### src/pwm16_pkg.sv
`default_nettype none
package pwm16_pkg;

  typedef logic [15:0] word_t;
  typedef logic [3:0]  addr_t;

  // Register indices on the plain register port.
  localparam addr_t ADDR_CTRL    = 4'h0;
  localparam addr_t ADDR_PIN_DIR = 4'h1;
  localparam addr_t ADDR_COUNT   = 4'h2;
  localparam addr_t ADDR_CMP_A   = 4'h3;
  localparam addr_t ADDR_CMP_B   = 4'h4;
  localparam addr_t ADDR_CAP_TOP = 4'h5;
  localparam addr_t ADDR_FLAGS   = 4'h6;
  localparam addr_t ADDR_STATUS  = 4'h7;

  // Control register fields.
  localparam int CTRL_MODE_LSB = 0;
  localparam int CTRL_COMA_LSB = 4;
  localparam int CTRL_COMB_LSB = 6;
  localparam int CTRL_CSEL_LSB = 8;
  localparam logic [10:0] CTRL_RESET = 11'h000;

  // Flag register bits.
  localparam int FLAG_OVF  = 0;
  localparam int FLAG_CMPA = 1;
  localparam int FLAG_CMPB = 2;
  localparam int FLAG_CAPT = 3;

  // Status register bits.
  localparam int STAT_UP    = 0;
  localparam int STAT_WAVEA = 1;
  localparam int STAT_WAVEB = 2;

  // Waveform mode codes.
  localparam logic [3:0] MODE_PC8    = 4'h1;
  localparam logic [3:0] MODE_PC9    = 4'h2;
  localparam logic [3:0] MODE_PC10   = 4'h3;
  localparam logic [3:0] MODE_PFC_IC = 4'h8;
  localparam logic [3:0] MODE_PFC_CA = 4'h9;
  localparam logic [3:0] MODE_PC_IC  = 4'hA;
  localparam logic [3:0] MODE_PC_CA  = 4'hB;

  // Fixed top values.
  localparam word_t TOP_8BIT  = 16'h00FF;
  localparam word_t TOP_9BIT  = 16'h01FF;
  localparam word_t TOP_10BIT = 16'h03FF;
  localparam word_t TOP_MAX   = 16'hFFFF;
  localparam word_t BOTTOM    = 16'h0000;
  localparam word_t WORD_ONE  = 16'h0001;

  // Output action codes.
  localparam logic [1:0] COM_OFF    = 2'h0;
  localparam logic [1:0] COM_TOGGLE = 2'h1;
  localparam logic [1:0] COM_NONINV = 2'h2;
  localparam logic [1:0] COM_INV    = 2'h3;

  // Prescaler select codes and their divide masks.
  localparam logic [2:0] CSEL_DIV1    = 3'h1;
  localparam logic [2:0] CSEL_DIV8    = 3'h2;
  localparam logic [2:0] CSEL_DIV64   = 3'h3;
  localparam logic [2:0] CSEL_DIV256  = 3'h4;
  localparam logic [2:0] CSEL_DIV1024 = 3'h5;
  localparam logic [9:0] PRE_MASK_1    = 10'h000;
  localparam logic [9:0] PRE_MASK_8    = 10'h007;
  localparam logic [9:0] PRE_MASK_64   = 10'h03F;
  localparam logic [9:0] PRE_MASK_256  = 10'h0FF;
  localparam logic [9:0] PRE_MASK_1024 = 10'h3FF;

endpackage
`default_nettype wire

### src/pwm16_prescaler.sv
`timescale 1ns/100ps
`default_nettype none
module pwm16_prescaler (
  input  wire logic       clk_sys_in,
  input  wire logic       nrst_in,
  input  wire logic [2:0] sel_in,
  output logic            tick_out
);
  import pwm16_pkg::*;

  logic [9:0] pre_q;
  logic [9:0] mask_w;
  logic       run_w;

  assign run_w  = (sel_in >= CSEL_DIV1) && (sel_in <= CSEL_DIV1024);
  assign mask_w = (sel_in == CSEL_DIV8)    ? PRE_MASK_8 :
                  (sel_in == CSEL_DIV64)   ? PRE_MASK_64 :
                  (sel_in == CSEL_DIV256)  ? PRE_MASK_256 :
                  (sel_in == CSEL_DIV1024) ? PRE_MASK_1024 : PRE_MASK_1;
  // The divided enable sets the period factor N of the output waveform.
  assign tick_out = run_w && ((pre_q & mask_w) == mask_w);

  always_ff @(posedge clk_sys_in or negedge nrst_in) begin
    if (!nrst_in) begin
      pre_q <= 10'h000;
    end else begin
      pre_q <= pre_q + 10'h001;
    end
  end
endmodule
`default_nettype wire

### src/pwm16_channel.sv
`timescale 1ns/100ps
`default_nettype none
module pwm16_channel (
  input  wire logic             clk_sys_in,
  input  wire logic             nrst_in,
  input  wire logic             wr_in,
  input  wire pwm16_pkg::word_t wdata_in,
  input  wire pwm16_pkg::word_t mask_in,
  input  wire logic             load_in,
  input  wire pwm16_pkg::word_t cnt_in,
  input  wire pwm16_pkg::word_t top_in,
  input  wire logic             tick_in,
  input  wire logic             up_in,
  input  wire logic             pwm_en_in,
  input  wire logic [1:0]       com_in,
  input  wire logic             toggle_ok_in,
  output logic                  match_out,
  output pwm16_pkg::word_t      buf_out,
  output pwm16_pkg::word_t      act_out,
  output logic                  wave_out
);
  import pwm16_pkg::*;

  word_t buf_q;
  word_t act_q;
  logic  wave_q;
  logic  wave_d;
  logic  lvl_w;

  // A top below the active value never matches.
  assign match_out = tick_in && (cnt_in == act_q);
  assign buf_out   = buf_q;
  assign act_out   = act_q;
  assign wave_out  = wave_q;

  // Level for non-inverted output; extremes pin the level.
  assign lvl_w = (act_q == BOTTOM) ? 1'b0 :
                 (act_q == top_in) ? 1'b1 : !up_in;

  always_comb begin
    wave_d = wave_q;
    if (match_out && pwm_en_in) begin
      case (com_in)
        COM_NONINV: wave_d = lvl_w;
        COM_INV:    wave_d = !lvl_w;
        COM_TOGGLE: wave_d = toggle_ok_in ? !wave_q : wave_q;
        default:    wave_d = wave_q;
      endcase
    end
  end

  always_ff @(posedge clk_sys_in or negedge nrst_in) begin
    if (!nrst_in) begin
      buf_q  <= BOTTOM;
      act_q  <= BOTTOM;
      wave_q <= 1'b0;
    end else begin
      if (wr_in) begin
        buf_q <= wdata_in & mask_in;
      end
      if (load_in) begin
        act_q <= buf_q;
      end
      wave_q <= wave_d;
    end
  end
endmodule
`default_nettype wire

### src/dual_slope_pwm_timer16.sv
// Functional notes
// - Phase correct top: fixed, capture or compare A
// - At top reverse; top held one tick
// - Count equal compare sets compare flag
// - Phase correct sets overflow at bottom
// - Phase correct loads compares at top, flags
// - Fixed top masks compare write bits
// - Top below compare gives no match
// - Code two non-inverted, three inverted
// - Pin driven only when direction is output
// - Clear on up match, set on down
// - Bottom compare low, top compare high
// - Compare A top mode toggles at half duty
// - Phase correct period runs top to top
// - Frequency correct: capture or compare A top
// - Frequency correct loads at bottom, sets overflow
// - Frequency correct sets top flag at top
// - Frequency correct compare A top toggles
// - Output frequency is clock over 2*N*top
// - Capture top written without buffering
// - Compare A writes go through buffer
//
// Implementation choices: strobed register access and the register addresses.
`timescale 1ns/100ps
`default_nettype none
module dual_slope_pwm_timer16 (
  input  wire logic             clk_sys_in,
  input  wire logic             nrst_in,
  input  wire pwm16_pkg::addr_t addr_in,
  input  wire pwm16_pkg::word_t wdata_in,
  input  wire logic             wr_in,
  input  wire logic             rd_in,
  output pwm16_pkg::word_t      rdata_out,
  output logic                  pin_a_out,
  output logic                  pin_a_oe_n_out,
  output logic                  pin_b_out,
  output logic                  pin_b_oe_n_out
);
  import pwm16_pkg::*;

  typedef enum logic {DIR_DOWN, DIR_UP} dir_t;

  // Register state.
  logic [10:0] ctrl_q;
  logic [1:0]  pin_dir_q;
  word_t       cnt_q;
  word_t       cnt_d;
  word_t       cap_top_q;
  logic [3:0]  flags_q;
  logic [3:0]  flags_d;
  dir_t        dir_q;
  dir_t        dir_d;
  word_t       rdata_q;

  // Decoded controls.
  logic [3:0] waveform_mode_select;
  logic [1:0] output_action_a;
  logic [1:0] output_action_b;
  logic [2:0] clk_sel_w;
  logic       fixed_w;
  logic       pc_w;
  logic       pfc_w;
  logic       dual_w;
  logic       up_w;
  word_t      top_w;
  word_t      mask_w;

  // Timing events.
  logic  tick_w;
  logic  at_top_w;
  logic  at_bottom_w;
  logic  load_w;
  logic  match_a_w;
  logic  match_b_w;
  logic  toggle_ok_a_w;
  logic  capt_top_w;
  logic  cmpa_top_w;
  word_t cmp_a_buf_w;
  word_t cmp_a_act_w;
  word_t cmp_b_buf_w;
  word_t cmp_b_act_w;
  logic  wave_a_w;
  logic  wave_b_w;

  // Bus decode.
  logic       wr_ctrl_w;
  logic       wr_dir_w;
  logic       wr_cnt_w;
  logic       wr_cmpa_w;
  logic       wr_cmpb_w;
  logic       wr_cap_w;
  logic       wr_flags_w;
  logic [3:0] flag_clr_w;
  logic [3:0] flag_set_w;
  word_t      rd_mux_w;

  assign wr_ctrl_w  = wr_in && (addr_in == ADDR_CTRL);
  assign wr_dir_w   = wr_in && (addr_in == ADDR_PIN_DIR);
  assign wr_cnt_w   = wr_in && (addr_in == ADDR_COUNT);
  assign wr_cmpa_w  = wr_in && (addr_in == ADDR_CMP_A);
  assign wr_cmpb_w  = wr_in && (addr_in == ADDR_CMP_B);
  assign wr_cap_w   = wr_in && (addr_in == ADDR_CAP_TOP);
  assign wr_flags_w = wr_in && (addr_in == ADDR_FLAGS);

  assign waveform_mode_select = ctrl_q[CTRL_MODE_LSB +: 4];
  assign output_action_a      = ctrl_q[CTRL_COMA_LSB +: 2];
  assign output_action_b      = ctrl_q[CTRL_COMB_LSB +: 2];
  assign clk_sel_w            = ctrl_q[CTRL_CSEL_LSB +: 3];

  assign fixed_w = (waveform_mode_select == MODE_PC8) ||
                   (waveform_mode_select == MODE_PC9) ||
                   (waveform_mode_select == MODE_PC10);
  assign pc_w    = fixed_w || (waveform_mode_select == MODE_PC_IC) ||
                   (waveform_mode_select == MODE_PC_CA);
  assign pfc_w   = (waveform_mode_select == MODE_PFC_IC) ||
                   (waveform_mode_select == MODE_PFC_CA);
  assign dual_w  = pc_w || pfc_w;
  assign up_w    = (dir_q == DIR_UP);

  assign capt_top_w = (waveform_mode_select == MODE_PC_IC) ||
                      (waveform_mode_select == MODE_PFC_IC);
  assign cmpa_top_w = (waveform_mode_select == MODE_PC_CA) ||
                      (waveform_mode_select == MODE_PFC_CA);
  assign toggle_ok_a_w = cmpa_top_w;

  // Top selection; capture top is used live, never buffered.
  assign top_w = (waveform_mode_select == MODE_PC8)  ? TOP_8BIT :
                 (waveform_mode_select == MODE_PC9)  ? TOP_9BIT :
                 (waveform_mode_select == MODE_PC10) ? TOP_10BIT :
                 capt_top_w ? cap_top_q :
                 cmpa_top_w ? cmp_a_act_w : TOP_MAX;
  assign mask_w = fixed_w ? top_w : TOP_MAX;

  assign at_top_w    = tick_w && dual_w && (cnt_q == top_w);
  assign at_bottom_w = tick_w && dual_w && (cnt_q == BOTTOM);

  // Compare update point: top in phase correct, bottom in frequency
  // correct, every cycle in the unbuffered modes outside this block.
  // Loading at top makes a phase correct period span top to top, so a
  // top change gives an unsymmetrical period; users who retune the
  // period on the fly should pick frequency correct mode.
  assign load_w = pc_w  ? at_top_w :
                  pfc_w ? at_bottom_w :
                  1'b1;

  assign flag_set_w[FLAG_OVF]  = at_bottom_w;
  assign flag_set_w[FLAG_CMPA] = match_a_w;
  assign flag_set_w[FLAG_CMPB] = match_b_w;
  assign flag_set_w[FLAG_CAPT] = at_top_w && capt_top_w;
  assign flag_clr_w = wr_flags_w ? wdata_in[3:0] : 4'h0;
  // A flag raised in the cycle of its clear stays set.
  assign flags_d = (flags_q & ~flag_clr_w) | flag_set_w;

  // Waveform pins: the direction bit gates the driver.
  assign pin_a_out      = pin_dir_q[0] && wave_a_w;
  assign pin_a_oe_n_out = !(pin_dir_q[0] && dual_w &&
                            (output_action_a != COM_OFF));
  assign pin_b_out      = pin_dir_q[1] && wave_b_w;
  assign pin_b_oe_n_out = !(pin_dir_q[1] && dual_w &&
                            (output_action_b != COM_OFF));

  assign rd_mux_w =
    (addr_in == ADDR_CTRL)    ? {5'h00, ctrl_q} :
    (addr_in == ADDR_PIN_DIR) ? {14'h0000, pin_dir_q} :
    (addr_in == ADDR_COUNT)   ? cnt_q :
    (addr_in == ADDR_CMP_A)   ? cmp_a_buf_w :
    (addr_in == ADDR_CMP_B)   ? cmp_b_buf_w :
    (addr_in == ADDR_CAP_TOP) ? cap_top_q :
    (addr_in == ADDR_FLAGS)   ? {12'h000, flags_q} :
    (addr_in == ADDR_STATUS)  ? {13'h0000, wave_b_w, wave_a_w, up_w} :
    BOTTOM;
  assign rdata_out = rdata_q;

  // Dual-slope count: the top value is seen for one tick, then the
  // count turns. A top written below the count runs on to wrap.
  always_comb begin
    cnt_d = cnt_q;
    dir_d = dir_q;
    if (wr_cnt_w) begin
      cnt_d = wdata_in;
    end else if (tick_w) begin
      if (!dual_w) begin
        cnt_d = cnt_q + WORD_ONE;
      end else begin
        case (dir_q)
          DIR_UP: begin
            if (cnt_q == top_w) begin
              dir_d = DIR_DOWN;
              cnt_d = cnt_q - WORD_ONE;
            end else begin
              cnt_d = cnt_q + WORD_ONE;
            end
          end
          DIR_DOWN: begin
            if (cnt_q == BOTTOM) begin
              dir_d = DIR_UP;
              cnt_d = cnt_q + WORD_ONE;
            end else begin
              cnt_d = cnt_q - WORD_ONE;
            end
          end
          default: begin
            dir_d = DIR_UP;
          end
        endcase
      end
    end
  end

  always_ff @(posedge clk_sys_in or negedge nrst_in) begin
    if (!nrst_in) begin
      ctrl_q    <= CTRL_RESET;
      pin_dir_q <= 2'h0;
      cap_top_q <= BOTTOM;
      flags_q   <= 4'h0;
      rdata_q   <= BOTTOM;
    end else begin
      if (wr_ctrl_w) begin
        ctrl_q <= wdata_in[10:0];
      end
      if (wr_dir_w) begin
        pin_dir_q <= wdata_in[1:0];
      end
      if (wr_cap_w) begin
        cap_top_q <= wdata_in;
      end
      flags_q <= flags_d;
      rdata_q <= rd_in ? rd_mux_w : BOTTOM;
    end
  end

  always_ff @(posedge clk_sys_in or negedge nrst_in) begin
    if (!nrst_in) begin
      cnt_q <= BOTTOM;
      dir_q <= DIR_UP;
    end else begin
      cnt_q <= cnt_d;
      dir_q <= dir_d;
    end
  end

  pwm16_prescaler u_prescaler (
    .clk_sys_in (clk_sys_in),
    .nrst_in    (nrst_in),
    .sel_in     (clk_sel_w),
    .tick_out   (tick_w)
  );

  pwm16_channel u_channel_a (
    .clk_sys_in   (clk_sys_in),
    .nrst_in      (nrst_in),
    .wr_in        (wr_cmpa_w),
    .wdata_in     (wdata_in),
    .mask_in      (mask_w),
    .load_in      (load_w),
    .cnt_in       (cnt_q),
    .top_in       (top_w),
    .tick_in      (tick_w),
    .up_in        (up_w),
    .pwm_en_in    (dual_w),
    .com_in       (output_action_a),
    .toggle_ok_in (toggle_ok_a_w),
    .match_out    (match_a_w),
    .buf_out      (cmp_a_buf_w),
    .act_out      (cmp_a_act_w),
    .wave_out     (wave_a_w)
  );

  pwm16_channel u_channel_b (
    .clk_sys_in   (clk_sys_in),
    .nrst_in      (nrst_in),
    .wr_in        (wr_cmpb_w),
    .wdata_in     (wdata_in),
    .mask_in      (mask_w),
    .load_in      (load_w),
    .cnt_in       (cnt_q),
    .top_in       (top_w),
    .tick_in      (tick_w),
    .up_in        (up_w),
    .pwm_en_in    (dual_w),
    .com_in       (output_action_b),
    .toggle_ok_in (1'b0),
    .match_out    (match_b_w),
    .buf_out      (cmp_b_buf_w),
    .act_out      (cmp_b_act_w),
    .wave_out     (wave_b_w)
  );
endmodule
`default_nettype wire

### config.mk
export PLATFORM = sky130hd
export DESIGN_NAME = dual_slope_pwm_timer16
export DESIGN_NICKNAME = d
export VERILOG_FILES = /design/src/pwm16_pkg.sv /design/src/pwm16_prescaler.sv /design/src/pwm16_channel.sv /design/src/dual_slope_pwm_timer16.sv
export SDC_FILE = /design/constraint.sdc
export NUM_CORES = 1
export LEC_CHECK = 0
export BUFFER_PORTS_ARGS = -buffer_cell sky130_fd_sc_hd__buf_2
export CORE_ASPECT_RATIO = 1.5
export CORE_MARGIN = 2
export CORE_UTILIZATION = 55
export CTS_CLUSTER_SIZE = 12
export DETAILED_ROUTE_END_ITERATION = 10
export PLACE_DENSITY_LB_ADDON = 0.12
export SETUP_SLACK_MARGIN = 0.3
export SYNTH_ARGS = -nofsm -noshare
export SYNTH_HDL_FRONTEND = slang
export SYNTH_HIERARCHICAL = 1
export SYNTH_SLANG_ARGS = --single-unit
### constraint.sdc
create_clock -name clk_sys_in -period 3.8 [get_ports clk_sys_in]
set_input_delay 0.38 -clock clk_sys_in [delete_from_list [all_inputs] [get_ports clk_sys_in]]
set_output_delay 0.38 -clock clk_sys_in [all_outputs]
set_load 0.02 [all_outputs]
==> results.yml, run 1 <==
synthesis:
  postSynthCellCount: 823
  syn_avg_cell_area_sq_um: 10.1
  yosysUniqueCellTypes: 59
  synth_area_leader_cell: "dfrtp_1"
  synthTopCellsByArea: "dfrtp_1 43%, mux2_2 9.4%, xnor2_1 7.2%"
  ys_seq_area_share_pct: 42.8
  synth_top_area_share_pct: 42.5
  synth_edf_count: 0
  synth_seq_cells: 142
  synth_ff_type: "dfrtp_1"
  yosysWarnings: 6
  synthesis.area_sq_um: 8300
  synthArstFlopShare_pct: 100
placement:
  place_congestion: 0.967
  port_buffers: 43
  dp_cells: 1070
  dp_hpwl_mm: 18.6
  postPlaceCellArea_sq_um: 8910
clocking:
  ctsHoldBuffers: 0
  clk_pin_slew_ns: 0.07
  cts_tree: "done"
  cts-root-buf: "clkbuf_16"
  htreeDepth: 4
  cts_buffers: 17
  insertion_delay_ns: 0.44
  cts_num_sinks: 142
  clockBufferDepth: 2
pwr:
  switching_share_pct: 39.1
  power.internal_mw: 3.95
  leakagePower_nw: 4.03
  pwr_density_cell_nw_per_um2: 678
  ir_drop_mv: 0.374
  clkPwrFrac_pct: 26.9
  combPwrFrac_pct: 33.3
  p_seq_share_pct: 39.7
  p_switching_mw: 2.54
setup_path:
  endpoint_kind: "flop"
  crit_arrival_ns: 3.59
  critPathRequiredTime_ns: 4.11
  startpoint_type: "flop"
  cp_max_fo: 16
  rr_startpoint: "ctrl_q[0]$_DFFE_PN0P_"
  path_class: "flop to flop"
  crit_start: "ctrl_q[0]$_DFFE_PN0P_"
status:
  status: "finished, final reports clean"
timing:
  tightest_slew_ns: 1.09
  hold_viol: 0
  tns_ns: 0
  max-slew-margin-rel_pct: 27.4
  grt_setup_unrepaired: "false"
  skew_ns: 0.0101
  whs_ns: 0.0550
  setup_violations: 0
  period_minus_slack_ns: 3.28
  fmax_mhz: 305
  period_share_pct: 86.3
  maxSlewViolCount: 0
final_layout:
  diodes: 0
  fin_area_sq_um: 9560
  utilization_pct: 64.0
  final_cells: 1105
  area_growth_pct: 15.2
  final_nets: 921
  final_layout_size_suffix_gt1_share_pct: 22.6
global_routing:
  grt_pass1_wl_mm: 40.0
  grt_overflow_total: 0
  grt_pass1_vias: 7065
  grt_max_degree: 110
  antenna_found_initial: 0
  grt_usage_pct: 33.0
flow_run:
  max-cap-violations: 0
die:
  core.rowCount: 55
  die-area_sq_um: 16100
  initial_utilization_pct: 55.6
  die-width_microns: 104
  die_y_microns: 154
  io_pins: 44
  core_area_sq_um: 14900
route:
  num_vias: 6829
  vias_per_cell: 6.18
  firstDrtPassIters: 7
  routedWlPerCell_microns: 23.1
  postRouteAntennaNets: 0
  first_iter_violations: 521
  remaining_drc_errors: 0
  routed_wl_mm: 25.6
worst_hold_path:
  hold_class: "primary input to async pin"
-- area by class of cell --
cell class / count / area (sq um)
inverter: 45 / 169
sequential: 142 / 3560
clock inverter: 15 / 193
fill: 1273 / 5370
tap: 199 / 249
timing repair buffer: 82 / 527
clock buffer: 17 / 425
multi-input combinational: 605 / 4440
-- layer usage --
| layer | up-vias | wire (microns) | global-route usage, % |
|---|---|---|---|
| met5 | - | 0 | 0 |
| met4 | 0 | 1580 | 21.9 |
| met3 | 102 | 1160 | 4.17 |
| met2 | 293 | 13000 | 57.5 |
| met1 | 3369 | 9790 | 37.9 |
| li1 | 3065 | - | - |
-- critical path, stage by stage, from the launching register on --
cell and delay [ns]:
dfrtp_4 0.57, mux2_1 0.36, a211oi_2 0.29, xnor2_1 0.10, nor4_1 0.29, nand4_1 0.16, nor3_1 0.24, nand3_1 0.17
a32oi_1 0.19, or2_2 0.17, buf_4 0.25, mux2_2 0.37
-- cells in the final DEF (no fill, tap or decap), types with 30 or more instances in the layout --
master,Yosys,final
buf_2,6,42
buf_4,4,38
dfrtp_1,141,140
inv_1,45,45
mux2_2,69,69
mux2i_1,31,31
nand2_1,62,62
nand3_1,51,51
o21ai_0,52,52
xnor2_1,68,68
xor2_1,30,30
-- synthesized netlist by cell type, drive strengths merged (11+ instances only) --
| master | instances |
|---|---|
| inv | 45 |
| mux2i | 31 |
| nand2 | 62 |
| nand3b | 12 |
| a222oi | 17 |
| dfrtp | 141 |
| nor4 | 18 |
| clkbuf | 34 |
| xor2 | 30 |
| nand4 | 20 |
| buf | 12 |
| o21ai | 55 |
| a21oi | 20 |
| mux2 | 73 |
| nand3 | 51 |
| nor3 | 11 |
| xnor2 | 68 |
| nor2 | 18 |
-- worst paths after layout --
path	end	slack (ns)	cells after the start
min in group clk_sys_in	cnt_q[11]$_DFFE_PN0P_	0.21	3
hold / removal	rdata_out[1]$_DFF_PN0_	0.05	1
setup / recovery	u_channel_a/act_out[12]$_DFFE_PN0P_	0.52	11
hold reg to reg	flags_q[2]$_DFF_PN0_	0.47	1
max in group asynchronous	dir_q$_DFFE_PN1P_	2.82	2
setup reg to reg	u_channel_a/act_out[12]$_DFFE_PN0P_	0.52	11
-- power by group through the flow --
stage | logic, mW | clock network, mW | registers (mW)
detailed placement | 2.09 | 0 | 2.58
global route | 2.36 | 1.83 | 2.62
global placement | 2.04 | 0 | 2.57
finish | 2.16 | 1.75 | 2.58
CTS | 2.12 | 1.78 | 2.57
floorplan | 1.63 | 0 | 2.30
-- timing repair --
action                     CTS  global route
setup endpoints to repair   16            16
pin swaps                    0             0
gates resized for setup      1             3
buffers inserted             0             3
-- registers in the layout, indices dropped and copies added, names as in the netlist --
signal,flops
flags_q,4
ctrl_q,11
u_channel_a/act_out,16
cnt_q,16
u_channel_b/act_out,16
u_channel_a/wave_out,1
u_channel_a/buf_out,16
rdata_out,16
u_prescaler/pre_q,10
cap_top_q,16
dir_q,1
pin_dir_q,2
u_channel_b/buf_out,16
u_channel_b/wave_out,1
-- cells by family (layout without fill, tap and decap cells) --
logic type / count (synthesis) / count (layout) / synth area share (%)
AO/OA/AOI/OAI: 130 / 130 / 10.4
other: 2 / 17 / 0.0905
AND/OR/NAND/NOR: 251 / 251 / 17.3
flip-flops: 142 / 142 / 42.8
buffers and inverters: 91 / 159 / 4.57
multiplexers: 105 / 105 / 13.9
adder cells (fa/ha/maj): 4 / 4 / 0.603
XOR/XNOR: 98 / 98 / 10.3
-- per-stage QoR --
step	setup WS, ns	power, mW
CTS	0.428	6.46
global route	0.333	6.81
detailed placement	0.255	4.68
finish	0.519	6.49
global placement	0.320	4.61
floorplan	0.405	3.93
Power figures use the tool's default switching activity.
==> run 2, diff against run 1 <==
PLACE_DENSITY = 0.69   (was default)
PLACE_DENSITY_LB_ADDON = default   (was 0.12)
==> results.yml, run 2 (synthesis gave the netlist of run 1 again) <==
clocking:
  clk_pin_slew_ns: 0.07
  clockBufferDepth: 2
  cts_setup_buffers: 0
  cts_num_sinks: 142
  htreeDepth: 4
  insertion_delay_ns: 0.43
  cts-root-buf: "clkbuf_16"
  cts_buffers: 17
  cts_tree: "done"
pwr:
  pwr_density_cell_nw_per_um2: 668
  leakagePower_nw: 3.95
  ir_drop_mv: 0.378
global_routing:
  grt_max_degree: 99
  busiest_layer: "met2"
  grt_pass1_vias: 6849
  grt_usage_pct: 32.3
  met1_usage_pct: 38.4
  grt_overflow_total: 0
  antenna_found_initial: 0
  use_met2_pct: 53.5
  grt_pass1_wl_mm: 39.4
  met3_usage_pct: 5.10
setup_path:
  endpoint_kind: "flop"
  cp_max_fo: 14
  max_stage_delay_ns: 0.51
  critPathRequiredTime_ns: 4.16
  path_class: "flop to flop"
  crit_arrival_ns: 3.72
  critPathSlowestCell: "dfrtp_2"
  startpoint_type: "flop"
  path_cells: "buf_4 -> xor2_1 -> a22oi_1 -> xnor2_1 -> nand2_1 -> or3_1 -> o21ai_4 -> buf_4 -> mux2i_1 -> mux2_2 -> nand2_1"
timing:
  hold_viol: 0
  tns_ns: 0
  max-slew-margin-rel_pct: 25.6
  setup_violations: 0
  tightest_slew_ns: 1.11
  period_minus_slack_ns: 3.36
  grt_setup_unrepaired: "false"
  fmax_mhz: 298
  skew_ns: 0.0104
  whs_ns: 0.0441
  maxSlewViolCount: 0
  period_share_pct: 88.4
route:
  remaining_drc_errors: 0
  first_iter_violations: 507
  num_vias: 6756
  routedWlPerCell_microns: 22.8
  vias_per_cell: 6.16
  routed_wl_mm: 25.0
  firstDrtPassIters: 6
  postRouteAntennaNets: 0
placement:
  port_buffers: 43
  dp_cells: 1065
  dp_hpwl_mm: 18.4
  place_congestion: 0.985
die:
  core.rowCount: 55
  die-area_sq_um: 16100
  die-width_microns: 104
  core_area_sq_um: 14900
  io_pins: 44
  die_y_microns: 154
  initial_utilization_pct: 55.6
status:
  status: "finished, final reports clean"
final_layout:
  final_nets: 913
  final_cells: 1096
  mostFrequentLayoutCell: "dfrtp_1"
  diodes: 0
  layout_common_cells: "139 x dfrtp_1, 69 x mux2_2, 68 x xnor2_1, 62 x nand2_1, 52 x o21ai_0"
  area_growth_pct: 14.0
  final_layout_size_suffix_gt1_share_pct: 22.1
flow_run:
  max-cap-violations: 0
worst_hold_path:
  hold_class: "primary input to async pin"
[run 2: cell count changes in the layout (fill, tap and decap cells not counted), moves of 2 or more]
cell,delta
inv_6,+2
inv_8,-5
dfrtp_2,+2
buf_4,-8
clkinvlp_4,+3
[run 2: repair_timing]
| action | in CTS | in global routing |
|---|---|---|
| endpoints found under the setup margin | 0 | 42 |
| gates resized for setup | 0 | 6 |
| hold buffers | 0 | 0 |
[run 2: metrics by stage]
stage / cell area [sq um] / setup WS (ns) / util [%] / total power [mW]
floorplan: 8360 / 0.405 / - / 3.93
global placement: 8870 / 0.401 / 59.4 / 4.60
detailed placement: 8870 / 0.342 / 59.4 / 4.65
CTS: 9440 / 0.312 / 63.2 / 6.29
global route: 9460 / 0.293 / 63.4 / 6.63
finish: 9460 / 0.441 / 63.4 / 6.33
[run 2: final timing paths]
kind                                                      from                             end  slack [ns]  cells past startpoint
worst max-delay path                     ctrl_q[0]$_DFFE_PN0P_            cnt_q[8]$_DFFE_PN0P_        0.44                     11
worst min-delay path                                   nrst_in          rdata_out[5]$_DFF_PN0_        0.04                      1
worst max register to register           ctrl_q[0]$_DFFE_PN0P_            cnt_q[8]$_DFFE_PN0P_        0.44                     11
worst min register to register  u_prescaler/pre_q[9]$_DFF_PN0_  u_prescaler/pre_q[9]$_DFF_PN0_        0.48                      1
max in group asynchronous                              nrst_in               dir_q$_DFFE_PN1P_        2.85                      2
min in group clk_sys_in                           wdata_in[11]           cnt_q[11]$_DFFE_PN0P_        0.23                      3
[run 2: critical path: cells and delay by family (launching register included)]
kind            cells  cell delay (ns)
compound gates      2             0.62
xor+xnor            2             0.36
buf+inv             2             0.51
flops               1             0.51
mux                 2             0.63
simple gates        3             0.65
[run 2: routing by layer]
layer	part of all wire, %	vias to the layer above
li1	-	3051
met1	39	3340
met2	49	283
met3	5.1	82
met4	7.1	0
met5	0	-
[run 2: cell type report]
type | instances | area [sq um]
clock buffer | 19 | 443
inverter | 45 | 169
clock inverter | 12 | 125
multi-input combinational | 605 | 4450
timing repair buffer | 74 | 467
sequential | 142 | 3560
tap | 199 | 249
fill | 1297 | 5470
[run 2: power breakdown]
group,internal (mW),switching (mW)
sequential,1.90,0.634
clock,0.930,0.687
combinational,1.03,1.15
